## src/design/i2c_seq_pkg.sv

```systemverilog
// Constants for the I2C master sequence control block.
// Assumes a 100 MHz system clock and an AXI4-Lite register bus.
package i2c_seq_pkg;
  // Register index (printed offset, not a multiple of four)
  localparam logic [7:0] IDX_SEQ_CTRL  = 8'h91;
  localparam logic [7:0] IDX_DATA_BUF  = 8'h92;
  localparam logic [7:0] IDX_STATUS    = 8'h93;
  localparam logic [7:0] IDX_IRQ_STAT  = 8'h94;
  localparam logic [7:0] IDX_IRQ_MASK  = 8'h95;
  localparam logic [7:0] IDX_DIVIDER   = 8'h96;
  localparam int         ADDR_W        = 12;

  // Control register field positions
  localparam int BIT_START   = 0;
  localparam int BIT_RSTART  = 1;
  localparam int BIT_STOP    = 2;
  localparam int BIT_RECV    = 3;
  localparam int BIT_ACKGO   = 4;
  localparam int BIT_ACKVAL  = 5;
  localparam int BIT_SLAVE_ACK_STATUS = 6;
  localparam int BIT_GENERAL_CALL_IRQ_ENABLE    = 7;

  // Interrupt status bits
  localparam int IRQ_DONE    = 0;
  localparam int IRQ_NACK    = 1;
  localparam int IRQ_COLL    = 2;
  localparam int IRQ_W       = 3;

  localparam logic [7:0]  SEQ_CTRL_RST = 8'h00;
  localparam logic [7:0]  DIV_RST      = 8'hF9;
  localparam logic [1:0]  RESP_OKAY    = 2'h0;
  localparam logic [1:0]  RESP_SLVERR  = 2'h2;

  // Quarter bit period: 2.5 us at 10 ns for 100 kHz
  localparam int CLK_PERIOD_NS = 10;
  localparam int QUARTER_NS    = 2500;
  localparam int QUARTER_CYC   = QUARTER_NS / CLK_PERIOD_NS;

  typedef enum logic [3:0] {
    ST_IDLE   = 4'h0,
    ST_Q0     = 4'h1,
    ST_Q1     = 4'h3,
    ST_Q2     = 4'h2,
    ST_Q3     = 4'h6
  } phase_t;

  typedef enum logic [2:0] {
    OP_NONE   = 3'h0,
    OP_START  = 3'h1,
    OP_RSTART = 3'h3,
    OP_STOP   = 3'h2,
    OP_RECV   = 3'h6,
    OP_ACK    = 3'h7,
    OP_XMIT   = 3'h5
  } op_t;
endpackage

```

## src/design/i2c_bit_engine.sv

```systemverilog
// Bit-level I2C engine: runs one condition, one bit or one byte.
// Assumes synchronised pin inputs and a quarter-period tick divider.
`timescale 1ns/1ps
module i2c_bit_engine
  import i2c_seq_pkg::*;
(
  // Clock and reset
  input  wire logic       clk_i,
  input  wire logic       reset_i,
  // Command
  input  wire op_t        op_i,
  input  wire logic       go_i,
  input  wire logic [7:0] tx_byte_i,
  input  wire logic       ack_val_i,
  input  wire logic [7:0] divider_i,
  output logic            busy_o,
  output logic            done_o,
  output logic [7:0]      rx_byte_o,
  output logic            nack_o,
  // Pins, synchronised
  input  wire logic       sda_i,
  input  wire logic       scl_i,
  output logic            sda_oe_o,
  output logic            scl_oe_o
);
  phase_t      phase_r;
  op_t         op_r;
  logic [7:0]  tick_cnt_r;
  logic [3:0]  bit_cnt_r;
  logic [8:0]  shift_r;
  logic        tick;
  logic        last_bit;
  logic        sample_r;
  logic        hold_scl_r;
  logic        hold_sda_r;
  logic        bit_sda_r;

  assign tick     = (tick_cnt_r == 8'h00);
  assign last_bit = (bit_cnt_r == 4'h0);
  assign busy_o   = (phase_r != ST_IDLE);

  always_ff @(posedge clk_i) begin
    if (reset_i || phase_r == ST_IDLE || tick) begin
      tick_cnt_r <= divider_i;
    end else if (!(phase_r == ST_Q2 && !scl_i)) begin
      tick_cnt_r <= tick_cnt_r - 8'h01;
    end
  end

  // Sequencer over four quarters per bit
  always_ff @(posedge clk_i) begin
    if (reset_i) begin
      phase_r   <= ST_IDLE;
      op_r      <= OP_NONE;
      bit_cnt_r <= 4'h0;
      shift_r   <= 9'h000;
      done_o    <= 1'b0;
      nack_o    <= 1'b0;
      rx_byte_o <= 8'h00;
      sample_r  <= 1'b1;
    end else begin
      done_o <= 1'b0;
      if (phase_r == ST_IDLE) begin
        if (go_i) begin
          phase_r <= ST_Q0;
          op_r    <= op_i;
          unique case (op_i)
            OP_XMIT: begin
              bit_cnt_r <= 4'h8;
              shift_r   <= {tx_byte_i, 1'b1};
            end
            OP_RECV: begin
              bit_cnt_r <= 4'h7;
              shift_r   <= 9'h1FF;
            end
            OP_ACK: begin
              bit_cnt_r <= 4'h0;
              shift_r   <= {ack_val_i, 8'hFF};
            end
            default: begin
              bit_cnt_r <= 4'h0;
              shift_r   <= 9'h1FF;
            end
          endcase
        end
      end else if (tick) begin
        unique case (phase_r)
          ST_Q0: phase_r <= ST_Q1;
          ST_Q1: phase_r <= ST_Q2;
          ST_Q2: begin
            phase_r  <= ST_Q3;
            sample_r <= sda_i;
          end
          // Shift at the end of the high half so the next bit waits for SCL low
          ST_Q3: begin
            if (last_bit) begin
              phase_r <= ST_IDLE;
              done_o  <= 1'b1;
              if (op_r == OP_XMIT) begin
                nack_o <= sample_r;
              end
              if (op_r == OP_RECV) begin
                rx_byte_o <= {shift_r[6:0], sample_r};
              end
            end else begin
              phase_r   <= ST_Q0;
              bit_cnt_r <= bit_cnt_r - 4'h1;
              shift_r   <= {shift_r[7:0], sample_r};
            end
          end
          default: phase_r <= ST_IDLE;
        endcase
      end
    end
  end

  // Between operations SCL stays low after anything but a stop, so that
  // SDA never moves while SCL is high except in a start or stop condition
  always_ff @(posedge clk_i) begin
    if (reset_i) begin
      hold_scl_r <= 1'b0;
      hold_sda_r <= 1'b0;
      bit_sda_r  <= 1'b0;
    end else if (phase_r == ST_IDLE) begin
      bit_sda_r <= hold_sda_r;
    end else if (tick && phase_r == ST_Q0) begin
      bit_sda_r <= !shift_r[8];
    end else if (tick && phase_r == ST_Q3 && last_bit) begin
      hold_scl_r <= (op_r != OP_STOP);
      hold_sda_r <= (op_r == OP_START) || (op_r == OP_RSTART) ||
                    ((op_r != OP_STOP) && bit_sda_r);
    end
  end

  // Pin drive per operation and quarter; data moves in the middle of SCL low
  always_comb begin
    sda_oe_o = hold_sda_r;
    scl_oe_o = hold_scl_r;
    if (busy_o) begin
      unique case (op_r)
        OP_START: begin
          sda_oe_o = (phase_r == ST_Q2) || (phase_r == ST_Q3);
          scl_oe_o = (phase_r == ST_Q3);
        end
        OP_RSTART: begin
          sda_oe_o = (phase_r == ST_Q3);
          scl_oe_o = (phase_r == ST_Q0);
        end
        OP_STOP: begin
          sda_oe_o = (phase_r == ST_Q0) || (phase_r == ST_Q1);
          scl_oe_o = (phase_r == ST_Q0);
        end
        OP_XMIT, OP_RECV, OP_ACK: begin
          sda_oe_o = bit_sda_r;
          scl_oe_o = (phase_r == ST_Q0) || (phase_r == ST_Q1);
        end
        default: begin
          sda_oe_o = hold_sda_r;
          scl_oe_o = hold_scl_r;
        end
      endcase
    end
  end
endmodule

```

## src/design/i2c_master_sequence_control.sv

```systemverilog
// I2C master sequence control register and its AXI4-Lite slave.
// Assumes SDA/SCL are open drain, resolved outside; pins are asynchronous.
`timescale 1ns/1ps
module i2c_master_sequence_control
  import i2c_seq_pkg::*;
(
  // Clock and reset
  input  wire logic        clk_i,
  input  wire logic        reset_i,
  // AXI4-Lite write address and data
  input  wire logic [11:0] s_axi_awaddr_i,
  input  wire logic        s_axi_awvalid_i,
  output logic             s_axi_awready_o,
  input  wire logic [31:0] s_axi_wdata_i,
  input  wire logic [3:0]  s_axi_wstrb_i,
  input  wire logic        s_axi_wvalid_i,
  output logic             s_axi_wready_o,
  // AXI4-Lite write response
  output logic [1:0]       s_axi_bresp_o,
  output logic             s_axi_bvalid_o,
  input  wire logic        s_axi_bready_i,
  // AXI4-Lite read
  input  wire logic [11:0] s_axi_araddr_i,
  input  wire logic        s_axi_arvalid_i,
  output logic             s_axi_arready_o,
  output logic [31:0]      s_axi_rdata_o,
  output logic [1:0]       s_axi_rresp_o,
  output logic             s_axi_rvalid_o,
  input  wire logic        s_axi_rready_i,
  // I2C pins
  input  wire logic        sda_i,
  output logic             sda_o,
  output logic             sda_oe_o,
  input  wire logic        scl_i,
  output logic             scl_o,
  output logic             scl_oe_o,
  // Interrupt
  output logic             irq_o
);
  logic [7:0]       cmd_r;
  logic             ack_val_r;
  logic             ack_stat_r;
  logic             general_call_irq_enable_r;
  logic [7:0]       buf_r;
  logic [7:0]       div_r;
  logic             xmit_r;
  logic [IRQ_W-1:0] irq_stat_r;
  logic [IRQ_W-1:0] irq_mask_r;
  logic [1:0]       sda_sync_r;
  logic [1:0]       scl_sync_r;
  logic             aw_hold_r;
  logic             w_hold_r;
  logic [11:0]      awaddr_r;
  logic [31:0]      wdata_r;
  logic [3:0]       wstrb_r;
  logic             idle;
  logic             wr_fire;
  logic             wr_ctrl;
  logic             wr_buf;
  logic             wr_div;
  logic             wr_mask;
  logic             wr_istat;
  logic             eng_busy;
  logic             eng_done;
  logic             eng_nack;
  logic [7:0]       eng_rx;
  logic             eng_go;
  op_t              eng_op;
  op_t              run_op_r;
  logic [IRQ_W-1:0] irq_evt;

  function automatic logic [7:0] reg_index(input logic [11:0] addr);
    reg_index = addr[9:2];
  endfunction

  function automatic logic known_index(input logic [7:0] idx);
    known_index = (idx >= IDX_SEQ_CTRL) && (idx <= IDX_DIVIDER);
  endfunction

  function automatic logic wr_sel(input logic fire, input logic [3:0] strb,
                                  input logic [11:0] addr, input logic [7:0] idx);
    wr_sel = fire && strb[0] && (reg_index(addr) == idx);
  endfunction

  assign idle = !xmit_r && (cmd_r[BIT_ACKGO:BIT_START] == 5'h00);

  // Pin synchronisers
  always_ff @(posedge clk_i) begin
    if (reset_i) begin
      sda_sync_r <= 2'b11;
      scl_sync_r <= 2'b11;
    end else begin
      sda_sync_r <= {sda_sync_r[0], sda_i};
      scl_sync_r <= {scl_sync_r[0], scl_i};
    end
  end

  // AXI write channel capture, either order
  assign s_axi_awready_o = !aw_hold_r && !s_axi_bvalid_o;
  assign s_axi_wready_o  = !w_hold_r && !s_axi_bvalid_o;
  assign wr_fire         = aw_hold_r && w_hold_r;

  always_ff @(posedge clk_i) begin
    if (reset_i) begin
      aw_hold_r <= 1'b0;
      w_hold_r  <= 1'b0;
      awaddr_r  <= 12'h000;
      wdata_r   <= 32'h0000_0000;
      wstrb_r   <= 4'h0;
    end else begin
      if (s_axi_awvalid_i && s_axi_awready_o) begin
        aw_hold_r <= 1'b1;
        awaddr_r  <= s_axi_awaddr_i;
      end else if (wr_fire) begin
        aw_hold_r <= 1'b0;
      end
      if (s_axi_wvalid_i && s_axi_wready_o) begin
        w_hold_r <= 1'b1;
        wdata_r  <= s_axi_wdata_i;
        wstrb_r  <= s_axi_wstrb_i;
      end else if (wr_fire) begin
        w_hold_r <= 1'b0;
      end
    end
  end

  always_ff @(posedge clk_i) begin
    if (reset_i) begin
      s_axi_bvalid_o <= 1'b0;
      s_axi_bresp_o  <= RESP_OKAY;
    end else if (wr_fire) begin
      s_axi_bvalid_o <= 1'b1;
      s_axi_bresp_o  <= known_index(reg_index(awaddr_r)) ? RESP_OKAY : RESP_SLVERR;
    end else if (s_axi_bready_i) begin
      s_axi_bvalid_o <= 1'b0;
    end
  end

  // Register writes need byte lane 0
  assign wr_ctrl  = wr_sel(wr_fire, wstrb_r, awaddr_r, IDX_SEQ_CTRL);
  assign wr_buf   = wr_sel(wr_fire, wstrb_r, awaddr_r, IDX_DATA_BUF);
  assign wr_div   = wr_sel(wr_fire, wstrb_r, awaddr_r, IDX_DIVIDER);
  assign wr_mask  = wr_sel(wr_fire, wstrb_r, awaddr_r, IDX_IRQ_MASK);
  assign wr_istat = wr_sel(wr_fire, wstrb_r, awaddr_r, IDX_IRQ_STAT);

  // Engine launch: buffer write starts a transmit, else one command bit
  always_comb begin
    eng_op = OP_NONE;
    if (xmit_r) begin
      eng_op = OP_XMIT;
    end else if (cmd_r[BIT_START]) begin
      eng_op = OP_START;
    end else if (cmd_r[BIT_RSTART]) begin
      eng_op = OP_RSTART;
    end else if (cmd_r[BIT_STOP]) begin
      eng_op = OP_STOP;
    end else if (cmd_r[BIT_RECV]) begin
      eng_op = OP_RECV;
    end else if (cmd_r[BIT_ACKGO]) begin
      eng_op = OP_ACK;
    end
  end
  assign eng_go = !eng_busy && !eng_done && (run_op_r == OP_NONE) && (eng_op != OP_NONE);

  always_ff @(posedge clk_i) begin
    if (reset_i) begin
      run_op_r <= OP_NONE;
    end else if (eng_go) begin
      run_op_r <= eng_op;
    end else if (eng_done) begin
      run_op_r <= OP_NONE;
    end
  end

  // Control bits
  always_ff @(posedge clk_i) begin
    if (reset_i) begin
      cmd_r      <= SEQ_CTRL_RST;
      ack_val_r  <= 1'b0;
      general_call_irq_enable_r     <= 1'b0;
    end else begin
      // Acknowledge value and general-call bit take every write, busy or not
      if (wr_ctrl) begin
        ack_val_r <= wdata_r[BIT_ACKVAL];
        general_call_irq_enable_r    <= wdata_r[BIT_GENERAL_CALL_IRQ_ENABLE];
      end
      if (eng_done) begin
        unique case (run_op_r)
          OP_START:  cmd_r[BIT_START]  <= 1'b0;
          OP_RSTART: cmd_r[BIT_RSTART] <= 1'b0;
          OP_STOP:   cmd_r[BIT_STOP]   <= 1'b0;
          OP_RECV:   cmd_r[BIT_RECV]   <= 1'b0;
          OP_ACK:    cmd_r[BIT_ACKGO]  <= 1'b0;
          default:   cmd_r[BIT_START]  <= cmd_r[BIT_START];
        endcase
      end else if (wr_ctrl && idle) begin
        cmd_r[BIT_ACKGO:BIT_START] <= wdata_r[BIT_ACKGO:BIT_START];
      end
    end
  end

  // Buffer and transmit-in-progress
  always_ff @(posedge clk_i) begin
    if (reset_i) begin
      buf_r      <= 8'h00;
      xmit_r     <= 1'b0;
      ack_stat_r <= 1'b0;
    end else begin
      if (wr_buf && idle) begin
        buf_r  <= wdata_r[7:0];
        xmit_r <= 1'b1;
      end else if (eng_done && run_op_r == OP_XMIT) begin
        xmit_r     <= 1'b0;
        ack_stat_r <= eng_nack;
      end else if (eng_done && run_op_r == OP_RECV) begin
        buf_r <= eng_rx;
      end
    end
  end

  // Divider and interrupt registers
  assign irq_evt[IRQ_DONE] = eng_done;
  assign irq_evt[IRQ_NACK] = eng_done && run_op_r == OP_XMIT && eng_nack;
  assign irq_evt[IRQ_COLL] = wr_buf && !idle;

  always_ff @(posedge clk_i) begin
    if (reset_i) begin
      div_r      <= DIV_RST;
      irq_mask_r <= '0;
      irq_stat_r <= '0;
    end else begin
      if (wr_div) begin
        div_r <= wdata_r[7:0];
      end
      if (wr_mask) begin
        irq_mask_r <= wdata_r[IRQ_W-1:0];
      end
      // Set beats clear: an event in the clearing cycle stays visible
      if (wr_istat) begin
        irq_stat_r <= (irq_stat_r & ~wdata_r[IRQ_W-1:0]) | irq_evt;
      end else begin
        irq_stat_r <= irq_stat_r | irq_evt;
      end
    end
  end
  assign irq_o = |(irq_stat_r & irq_mask_r);

  // AXI read
  assign s_axi_arready_o = !s_axi_rvalid_o;
  always_ff @(posedge clk_i) begin
    if (reset_i) begin
      s_axi_rvalid_o <= 1'b0;
      s_axi_rdata_o  <= 32'h0000_0000;
      s_axi_rresp_o  <= RESP_OKAY;
    end else if (s_axi_arvalid_i && s_axi_arready_o) begin
      s_axi_rvalid_o <= 1'b1;
      s_axi_rresp_o  <= known_index(reg_index(s_axi_araddr_i)) ? RESP_OKAY : RESP_SLVERR;
      unique case (reg_index(s_axi_araddr_i))
        IDX_SEQ_CTRL: s_axi_rdata_o <= {24'h000000, general_call_irq_enable_r, ack_stat_r, ack_val_r,
                                        cmd_r[BIT_ACKGO:BIT_START]};
        IDX_DATA_BUF: s_axi_rdata_o <= {24'h000000, buf_r};
        IDX_STATUS:   s_axi_rdata_o <= {30'h00000000, !idle, xmit_r};
        IDX_IRQ_STAT: s_axi_rdata_o <= {29'h00000000, irq_stat_r};
        IDX_IRQ_MASK: s_axi_rdata_o <= {29'h00000000, irq_mask_r};
        IDX_DIVIDER:  s_axi_rdata_o <= {24'h000000, div_r};
        default:      s_axi_rdata_o <= 32'h0000_0000;
      endcase
    end else if (s_axi_rready_i) begin
      s_axi_rvalid_o <= 1'b0;
    end
  end

  // The engine sees the pins only through the two-stage synchronisers
  i2c_bit_engine u_engine (
    .clk_i     (clk_i),
    .reset_i   (reset_i),
    .op_i      (eng_op),
    .go_i      (eng_go),
    .tx_byte_i (buf_r),
    .ack_val_i (ack_val_r),
    .divider_i (div_r),
    .busy_o    (eng_busy),
    .done_o    (eng_done),
    .rx_byte_o (eng_rx),
    .nack_o    (eng_nack),
    .sda_i     (sda_sync_r[1]),
    .scl_i     (scl_sync_r[1]),
    .sda_oe_o  (sda_oe_o),
    .scl_oe_o  (scl_oe_o)
  );

  // Open drain: the pads only ever pull low
  assign sda_o = 1'b0;
  assign scl_o = 1'b0;
endmodule

```

## config.mk

```make
export PLATFORM = sky130hd
export DESIGN_NAME = i2c_master_sequence_control
export DESIGN_NICKNAME = d
export VERILOG_FILES = /design/src/design/i2c_seq_pkg.sv /design/src/design/i2c_bit_engine.sv /design/src/design/i2c_master_sequence_control.sv
export SDC_FILE = /design/constraint.sdc
export NUM_CORES = 1
export LEC_CHECK = 0
export ABC_AREA = 1
export BUFFER_PORTS_ARGS = -buffer_cell sky130_fd_sc_hd__buf_4
export CAP_MARGIN = 5
export CORE_ASPECT_RATIO = 1.5
export CORE_MARGIN = 4
export CORE_UTILIZATION = 29
export CTS_CLUSTER_SIZE = 10
export DETAILED_ROUTE_END_ITERATION = 12
export GPL_ROUTABILITY_DRIVEN = 0
export GPL_TIMING_DRIVEN = 1
export PLACE_DENSITY_LB_ADDON = 0.08
export SYNTH_ARGS = -nofsm -noshare
export SYNTH_HDL_FRONTEND = slang
export SYNTH_SLANG_ARGS = --single-unit
```

## constraint.sdc

```tcl
create_clock -name clk_i -period 5 [get_ports clk_i]
set_clock_uncertainty 0.2 [all_clocks]
set_input_delay 1 -clock clk_i [delete_from_list [all_inputs] [get_ports clk_i]]
set_output_delay 1 -clock clk_i [all_outputs]
set_load 0.03 [all_outputs]
```

==> results.py, run 1 <==
metrics = {
    "grt": {
        "grt-ovfl-total": 0,
        "grt_pass1_wl_mm": 24.5,
        "antenna_violations_before_repair": 0,
        "globalRouteTotalUtil": 0.145,
        "via_count_of_the_first_global_routing_pass": 4805,
        "grt_max_degree": 58,
    },
    "hold_path": {
        "min_path_cells": 1,
        "hold_class": "register to register",
    },
    "synth": {
        "netlist_top_cells_area": "dfxtp_1 36%, nand2_1 9.9%, nor2_1 8.5%, a21oi_1 6.1%, inv_1 5.4%",
        "post_synthesis_instance_area_sq_mm": 0.00567,
        "syn_avg_cell_area_sq_um": 7.14,
        "postSynthCellCount": 795,
        "netlist.top_cell.by_area": "dfxtp_1",
        "yosysWarningCount": 0,
        "synth.ff_latch_count": 110,
        "synth-seq-area-share": 0.402,
        "synthDominantCellAreaShare": 0.360,
        "post_synth_num_cell_types": 48,
    },
    "clock_network": {
        "tritoncts": "built",
        "post_cts_resize_count": 0,
        "post_cts_buffers": 0,
        "cts_root_buf": "clkbuf_16",
        "clkTransAtPathRegs_ns": 0.07,
        "cts_sinks": 110,
        "clock_insertion_delay_worst_skew_ns": 0.36,
        "clockBufferDepth": 2,
        "cts-buffers-inserted": 9,
        "cts_max_level": 3,
        "hold_buffers": 0,
    },
    "layout": {
        "filler_cell_count": 2117,
        "layout-drive-gt1-share": 0.141,
        "multi_input_comb_area_sq_mm": 0.00276,
        "area.sequential_sq_mm": 0.00228,
        "num_antenna_cells": 0,
        "commonest_cells_after_routing_fill_and_taps_aside": "150 x nand2_1, 128 x nor2_1, 102 x dfxtp_1, 81 x inv_1, 69 x a21oi_1",
        "flow.area_growth_from_synthesis_pct": 12.9,
        "final_common_cell": "nand2_1",
        "nNetsFinal": 903,
    },
    "drt": {
        "drt-wirelength-per-cell_microns": 14.2,
        "drtAntennaViolNets": 0,
        "post-route-drc-count": 0,
        "routed-via-count": 4995,
        "via_per_inst": 4.58,
        "drt_iter0_drc": 243,
        "totalWireLength_mm": 15.5,
        "detail_route.first_pass.iterations": 5,
    },
    "setup_path": {
        "critical_path.startpoint_type": "register",
        "cp-end-kind": "primary output",
        "timing.critical_path.arrival_ns": 1.86,
        "timing_worst_setup_path_type": "register to primary output",
        "worst_r2r_path_depth": 8,
        "path_max_fanout": 15,
        "critPathRequiredTime_ns": 3.80,
    },
    "status": {
        "status": "finished clean",
    },
    "timing": {
        "worst_slew_margin_rel": 0.434,
        "hold_viol_final": 0,
        "min_period_over_period": 0.612,
        "timing.fmax_mhz": 327,
        "timing.setup.tns_ns": 0,
        "max_slew.worst_pin.slew_ns": 0.846,
        "tightest_hold_margin_ns": 0.213,
        "min_period_ns": 3.06,
        "finalMaxSlewViolations": 0,
        "setup_viol": 0,
        "rsz0062_at_grt": "false",
    },
    "floorplan": {
        "floorplan.die_area_sq_mm": 0.0219,
        "num_io_pins": 115,
        "core.rowCount": 62,
        "starting_density": 0.296,
        "die_x_microns": 122,
        "die_y_microns": 179,
        "core_region_area_sq_mm": 0.0192,
    },
    "job": {
        "max_cap_violations": 0,
    },
    "placement": {
        "numPortBuffers": 51,
        "hpwl_mm": 11.8,
    },
    "power": {
        "power.density_mw_per_mm2": 284,
        "vdd.ir_drop.worst_v": 0.000163,
        "total_leakage_power_nw": 2.70,
    },
}
[critical path, stage by stage, from the launching register on]
cell	delay, ns
dfxtp_1	0.41
nand2_1	0.16
nor2_4	0.35
nand4_1	0.13
nand3_1	0.10
nor3_1	0.05
a21oi_1	0.13
buf_4	0.18
[layout make-up]
class                      instances  area share
tap                              256      0.0500
timing repair buffer              52      0.0609
multi-input combinational        567       0.431
sequential                       110       0.356
clock inverter                     3     0.00664
clock buffer                      12      0.0416
inverter                          91      0.0539
[cell families (layout without fill, tap and decap cells)]
kind of cell	Yosys count	in the layout	share of synthesized area
xor+xnor	4	4	0.00618
fa+ha+maj	3	3	0.00662
compound gates	146	146	0.146
simple gates	386	386	0.309
buf+inv	145	158	0.129
flops	110	110	0.402
other cells	1	28	0.000661
[through the flow]
stage	utilization	setup WS [ns]	instance area, sq um	std cells	power [mW]
6_report	0.334	1.94	6410	1091	1.82
5_1_grt	0.334	1.79	6410	1091	1.89
4_1_cts	0.334	1.92	6410	1091	1.85
3_5_place_dp	0.318	1.72	6100	1076	1.09
3_3_place_gp	0.318	1.70	6100	1076	1.09
2_1_floorplan	-	2.31	5770	822	1.05
[synthesized netlist by cell type (all sizes together)]
library cell,count
a211oi,5
a21oi,69
a31oi,4
a32oi,1
a41oi,1
and3,2
buf,41
clkbuf,13
clkinv,2
conb,1
dfxtp,102
edfxtp,8
ha,3
inv,89
nand2,158
nand3,58
nand4,12
nor2,140
nor3,10
nor3b,1
o211ai,8
o21a,1
o21ai,53
o21bai,1
o22ai,2
o31ai,1
or2,5
xnor2,2
xor2,2
[layer usage]
metal  global-route usage  vias up  part of all wire
li1                     -     2581                 -
met1                0.161     2307              0.42
met2                0.267       84              0.52
met3               0.0215       23             0.032
met4               0.0654        0             0.028
met5                    0        -                 0
[final timing paths]
path	endpoint	slack (ns)	startpoint
hold / removal	scl_sync_r[1]$_SDFF_PP1_	0.21	scl_sync_r[0]$_SDFF_PP1_
setup reg to reg	u_engine.tick_cnt_r[3]$_DFFE_PP_	2.61	u_engine.tick_cnt_r[0]$_DFFE_PP_
setup / recovery	sda_oe_o	1.94	u_engine.phase_r[1]$_SDFFE_PP0P_
hold reg to reg	scl_sync_r[1]$_SDFF_PP1_	0.21	scl_sync_r[0]$_SDFF_PP1_
[power by group]
part / total [mW] / internal, mW / switching (mW)
Sequential: 0.913 / 0.904 / 0.00899
Clock: 0.755 / 0.427 / 0.329
Combinational: 0.155 / 0.0426 / 0.112
[flip-flops by register name (all words and copies together) (netlist names), 3 cells and up]
name,flops
awaddr_r,8
buf_r,8
irq_stat_r,3
u_engine.shift_r,9
u_engine.op_r,3
wdata_r,8
u_engine.bit_cnt_r,4
cmd_r,5
u_engine.tick_cnt_r,8
u_engine.phase_r,3
run_op_r,3
u_engine.rx_byte_o,8
s_axi_rdata_o,8
div_r,8
irq_mask_r,3
No activity file was read; power rests on OpenSTA's default activity.
==> run 2: changes to the inputs <==
==> constraint.sdc (replaced) <==
create_clock -name clk_i -period 3.2 [get_ports clk_i]
set_clock_uncertainty 0.2 [all_clocks]
set_input_delay 0.64 -clock clk_i [delete_from_list [all_inputs] [get_ports clk_i]]
set_output_delay 0.64 -clock clk_i [all_outputs]
set_load 0.03 [all_outputs]
==> run 2 against run 1 <==
Net effect: critical path depth is the same; sequential power grew 57%; first-iteration DRC count grew 13%; critical path type unchanged; via count shrank 1.1%; critical endpoint unchanged; register-to-register slack lost 1.8 ns; setup slack lost 1.2 ns; combinational power grew 57%; final area shrank 0.21%; global-route usage grew 0.24 points.
==> results.py, run 2 (synthesized netlist as in run 1, its figures left out) <==
metrics = {
    "grt": {
        "grt_use_met2": 0.266,
        "antenna_violations_before_repair": 0,
        "via_count_of_the_first_global_routing_pass": 4928,
        "top_usage_layer": "met2",
        "met1_usage": 0.168,
        "grt-ovfl-total": 0,
        "grt_max_degree": 48,
        "grt_pass1_wl_mm": 25.0,
        "globalRouteTotalUtil": 0.147,
        "grt_util_met3": 0.0211,
    },
    "timing": {
        "tightest_hold_margin_ns": 0.212,
        "final.setup.worst_slack_ns": 0.725,
        "setup_viol": 0,
        "finalMaxSlewViolations": 0,
        "rsz0062_at_grt": "false",
        "max_slew.worst_pin.slew_ns": 0.621,
        "min_period_over_period": 0.773,
        "timing.fmax_mhz": 404,
        "worst_slew_margin_rel": 0.585,
        "min_period_ns": 2.47,
        "hold_viol_final": 0,
        "timing.setup.tns_ns": 0,
    },
    "power": {
        "total_leakage_power_nw": 2.69,
        "switching_share": 0.255,
        "power.clock.fraction": 0.379,
        "share_of_total_power_in_sequential_cells": 0.531,
        "totalPowerFinal_mw": 2.69,
        "intPower_mw": 2.00,
        "power.density_mw_per_mm2": 420,
        "power_frac_comb": 0.091,
        "p_switching_mw": 0.685,
        "vdd.ir_drop.worst_v": 0.000192,
    },
    "floorplan": {
        "die_x_microns": 122,
        "starting_density": 0.296,
        "num_io_pins": 115,
        "core.rowCount": 62,
        "die_y_microns": 179,
        "floorplan.die_area_sq_mm": 0.0219,
        "core_region_area_sq_mm": 0.0192,
    },
    "setup_path": {
        "critical_path.startpoint_type": "register",
        "timing.critical_path.arrival_ns": 1.63,
        "cp-end-kind": "primary output",
        "worstReg2RegEnd": "u_engine.tick_cnt_r[5]$_DFFE_PP_",
        "timing_worst_setup_path_type": "register to primary output",
        "worst_r2r_path_depth": 8,
        "reg2reg_from": "u_engine.tick_cnt_r[0]$_DFFE_PP_",
        "critPathRequiredTime_ns": 2.36,
        "path_max_fanout": 6,
        "reg2reg_slack_ns": 0.82,
    },
    "hold_path": {
        "timing.hold.worst_endpoint": "scl_sync_r[1]$_SDFF_PP1_",
        "min_path_cells": 1,
        "worst_hold_startpoint": "scl_sync_r[0]$_SDFF_PP1_",
        "hold_class": "register to register",
    },
    "layout": {
        "flow.area_growth_from_synthesis_pct": 12.7,
        "layout-drive-gt1-share": 0.144,
        "register_ranked_first_by_flip_flop_count": "u_engine.shift_r",
        "num_antenna_cells": 0,
        "post-route-cell-area_sq_mm": 0.00639,
        "final_common_cell": "nand2_1",
        "commonest_cells_after_routing_fill_and_taps_aside": "150 x nand2_1, 128 x nor2_1, 102 x dfxtp_1, 81 x inv_1, 69 x a21oi_1",
        "filler_cell_count": 2113,
        "nNetsFinal": 908,
        "largest_register_ff_count": 9,
    },
    "clock_network": {
        "cts-buffers-inserted": 9,
        "hold_buffers": 0,
        "post_cts_buffers": 0,
        "tritoncts": "built",
        "clkTransAtPathRegs_ns": 0.07,
        "cts_max_level": 3,
        "cts_root_buf": "clkbuf_16",
        "post_cts_resize_count": 0,
        "clockBufferDepth": 2,
        "cts_sinks": 110,
        "clock_insertion_delay_worst_skew_ns": 0.35,
    },
    "job": {
        "max_cap_violations": 0,
    },
    "drt": {
        "post-route-drc-count": 0,
        "via_per_inst": 4.51,
        "drtAntennaViolNets": 0,
        "routed-via-count": 4939,
        "drt_iter0_drc": 275,
        "drt-wirelength-per-cell_microns": 14.2,
        "detail_route.first_pass.iterations": 4,
        "totalWireLength_mm": 15.5,
    },
    "placement": {
        "placedInstanceArea_sq_mm": 0.00613,
        "numPortBuffers": 51,
        "placement.setup.worst_slack_ns": 0.764,
        "hpwl_mm": 11.9,
    },
    "status": {
        "status": "finished clean",
    },
}
==> run 2: worst max-delay path, stage by stage (launching register included) <==
cell     delay [ns]
dfxtp_1        0.41
nand2_1        0.14
nor2_1         0.20
nand3_1        0.10
nand3_1        0.09
nor3_1         0.05
a21oi_1        0.12
buf_4          0.17
==> run 2: cell type report <==
type / instances / area (sq um) / area share
Clock buffer: 11 / 233 / 0.0364
Clock inverter: 4 / 25.0 / 0.00391
Inverter: 91 / 345 / 0.0540
Multi-Input combinational cell: 567 / 2760 / 0.432
Sequential cell: 110 / 2280 / 0.357
Tap cell: 256 / 320 / 0.0501
Timing Repair Buffer: 57 / 428 / 0.0669
==> run 2: stage by stage <==
step / util / instances
global placement: 0.320 / 1081
CTS: 0.334 / 1096
global route: 0.334 / 1096
detailed placement: 0.320 / 1081
floorplan: - / 822
finish: 0.334 / 1096
==> run 2: worst max path at each step <==
stage	endpoint	slack [ns]	startpoint	cells past startpoint
CTS	scl_oe_o	0.69	u_engine.phase_r[2]$_SDFFE_PP0P_	6
global route	sda_oe_o	0.57	u_engine.phase_r[0]$_SDFFE_PP0P_	6
finish	sda_oe_o	0.73	u_engine.op_r[1]$_SDFFE_PP0P_	7
global placement	s_axi_rdata_o[7]$_SDFFE_PP0P_	0.76	s_axi_araddr_i[7]	10
detailed placement	s_axi_rdata_o[7]$_SDFFE_PP0P_	0.76	s_axi_araddr_i[7]	10
floorplan	scl_oe_o	0.87	u_engine.phase_r[0]$_SDFFE_PP0P_	6
==> run 2: layer usage <==
layer / share of wire / vias to the layer above
met3: 0.029 / 25
met5: 0 / -
met1: 0.42 / 2247
li1: - / 2588
met2: 0.52 / 79
met4: 0.030 / 0
==> run 2: power groups by stage <==
stage	Sequential, mW	Combinational [mW]	Clock (mW)
2_1_floorplan	1.46	0.176	0
3_3_place_gp	1.46	0.246	0
3_5_place_dp	1.46	0.249	0
4_1_cts	1.43	0.250	1.07
5_1_grt	1.43	0.272	1.11
6_report	1.43	0.244	1.02
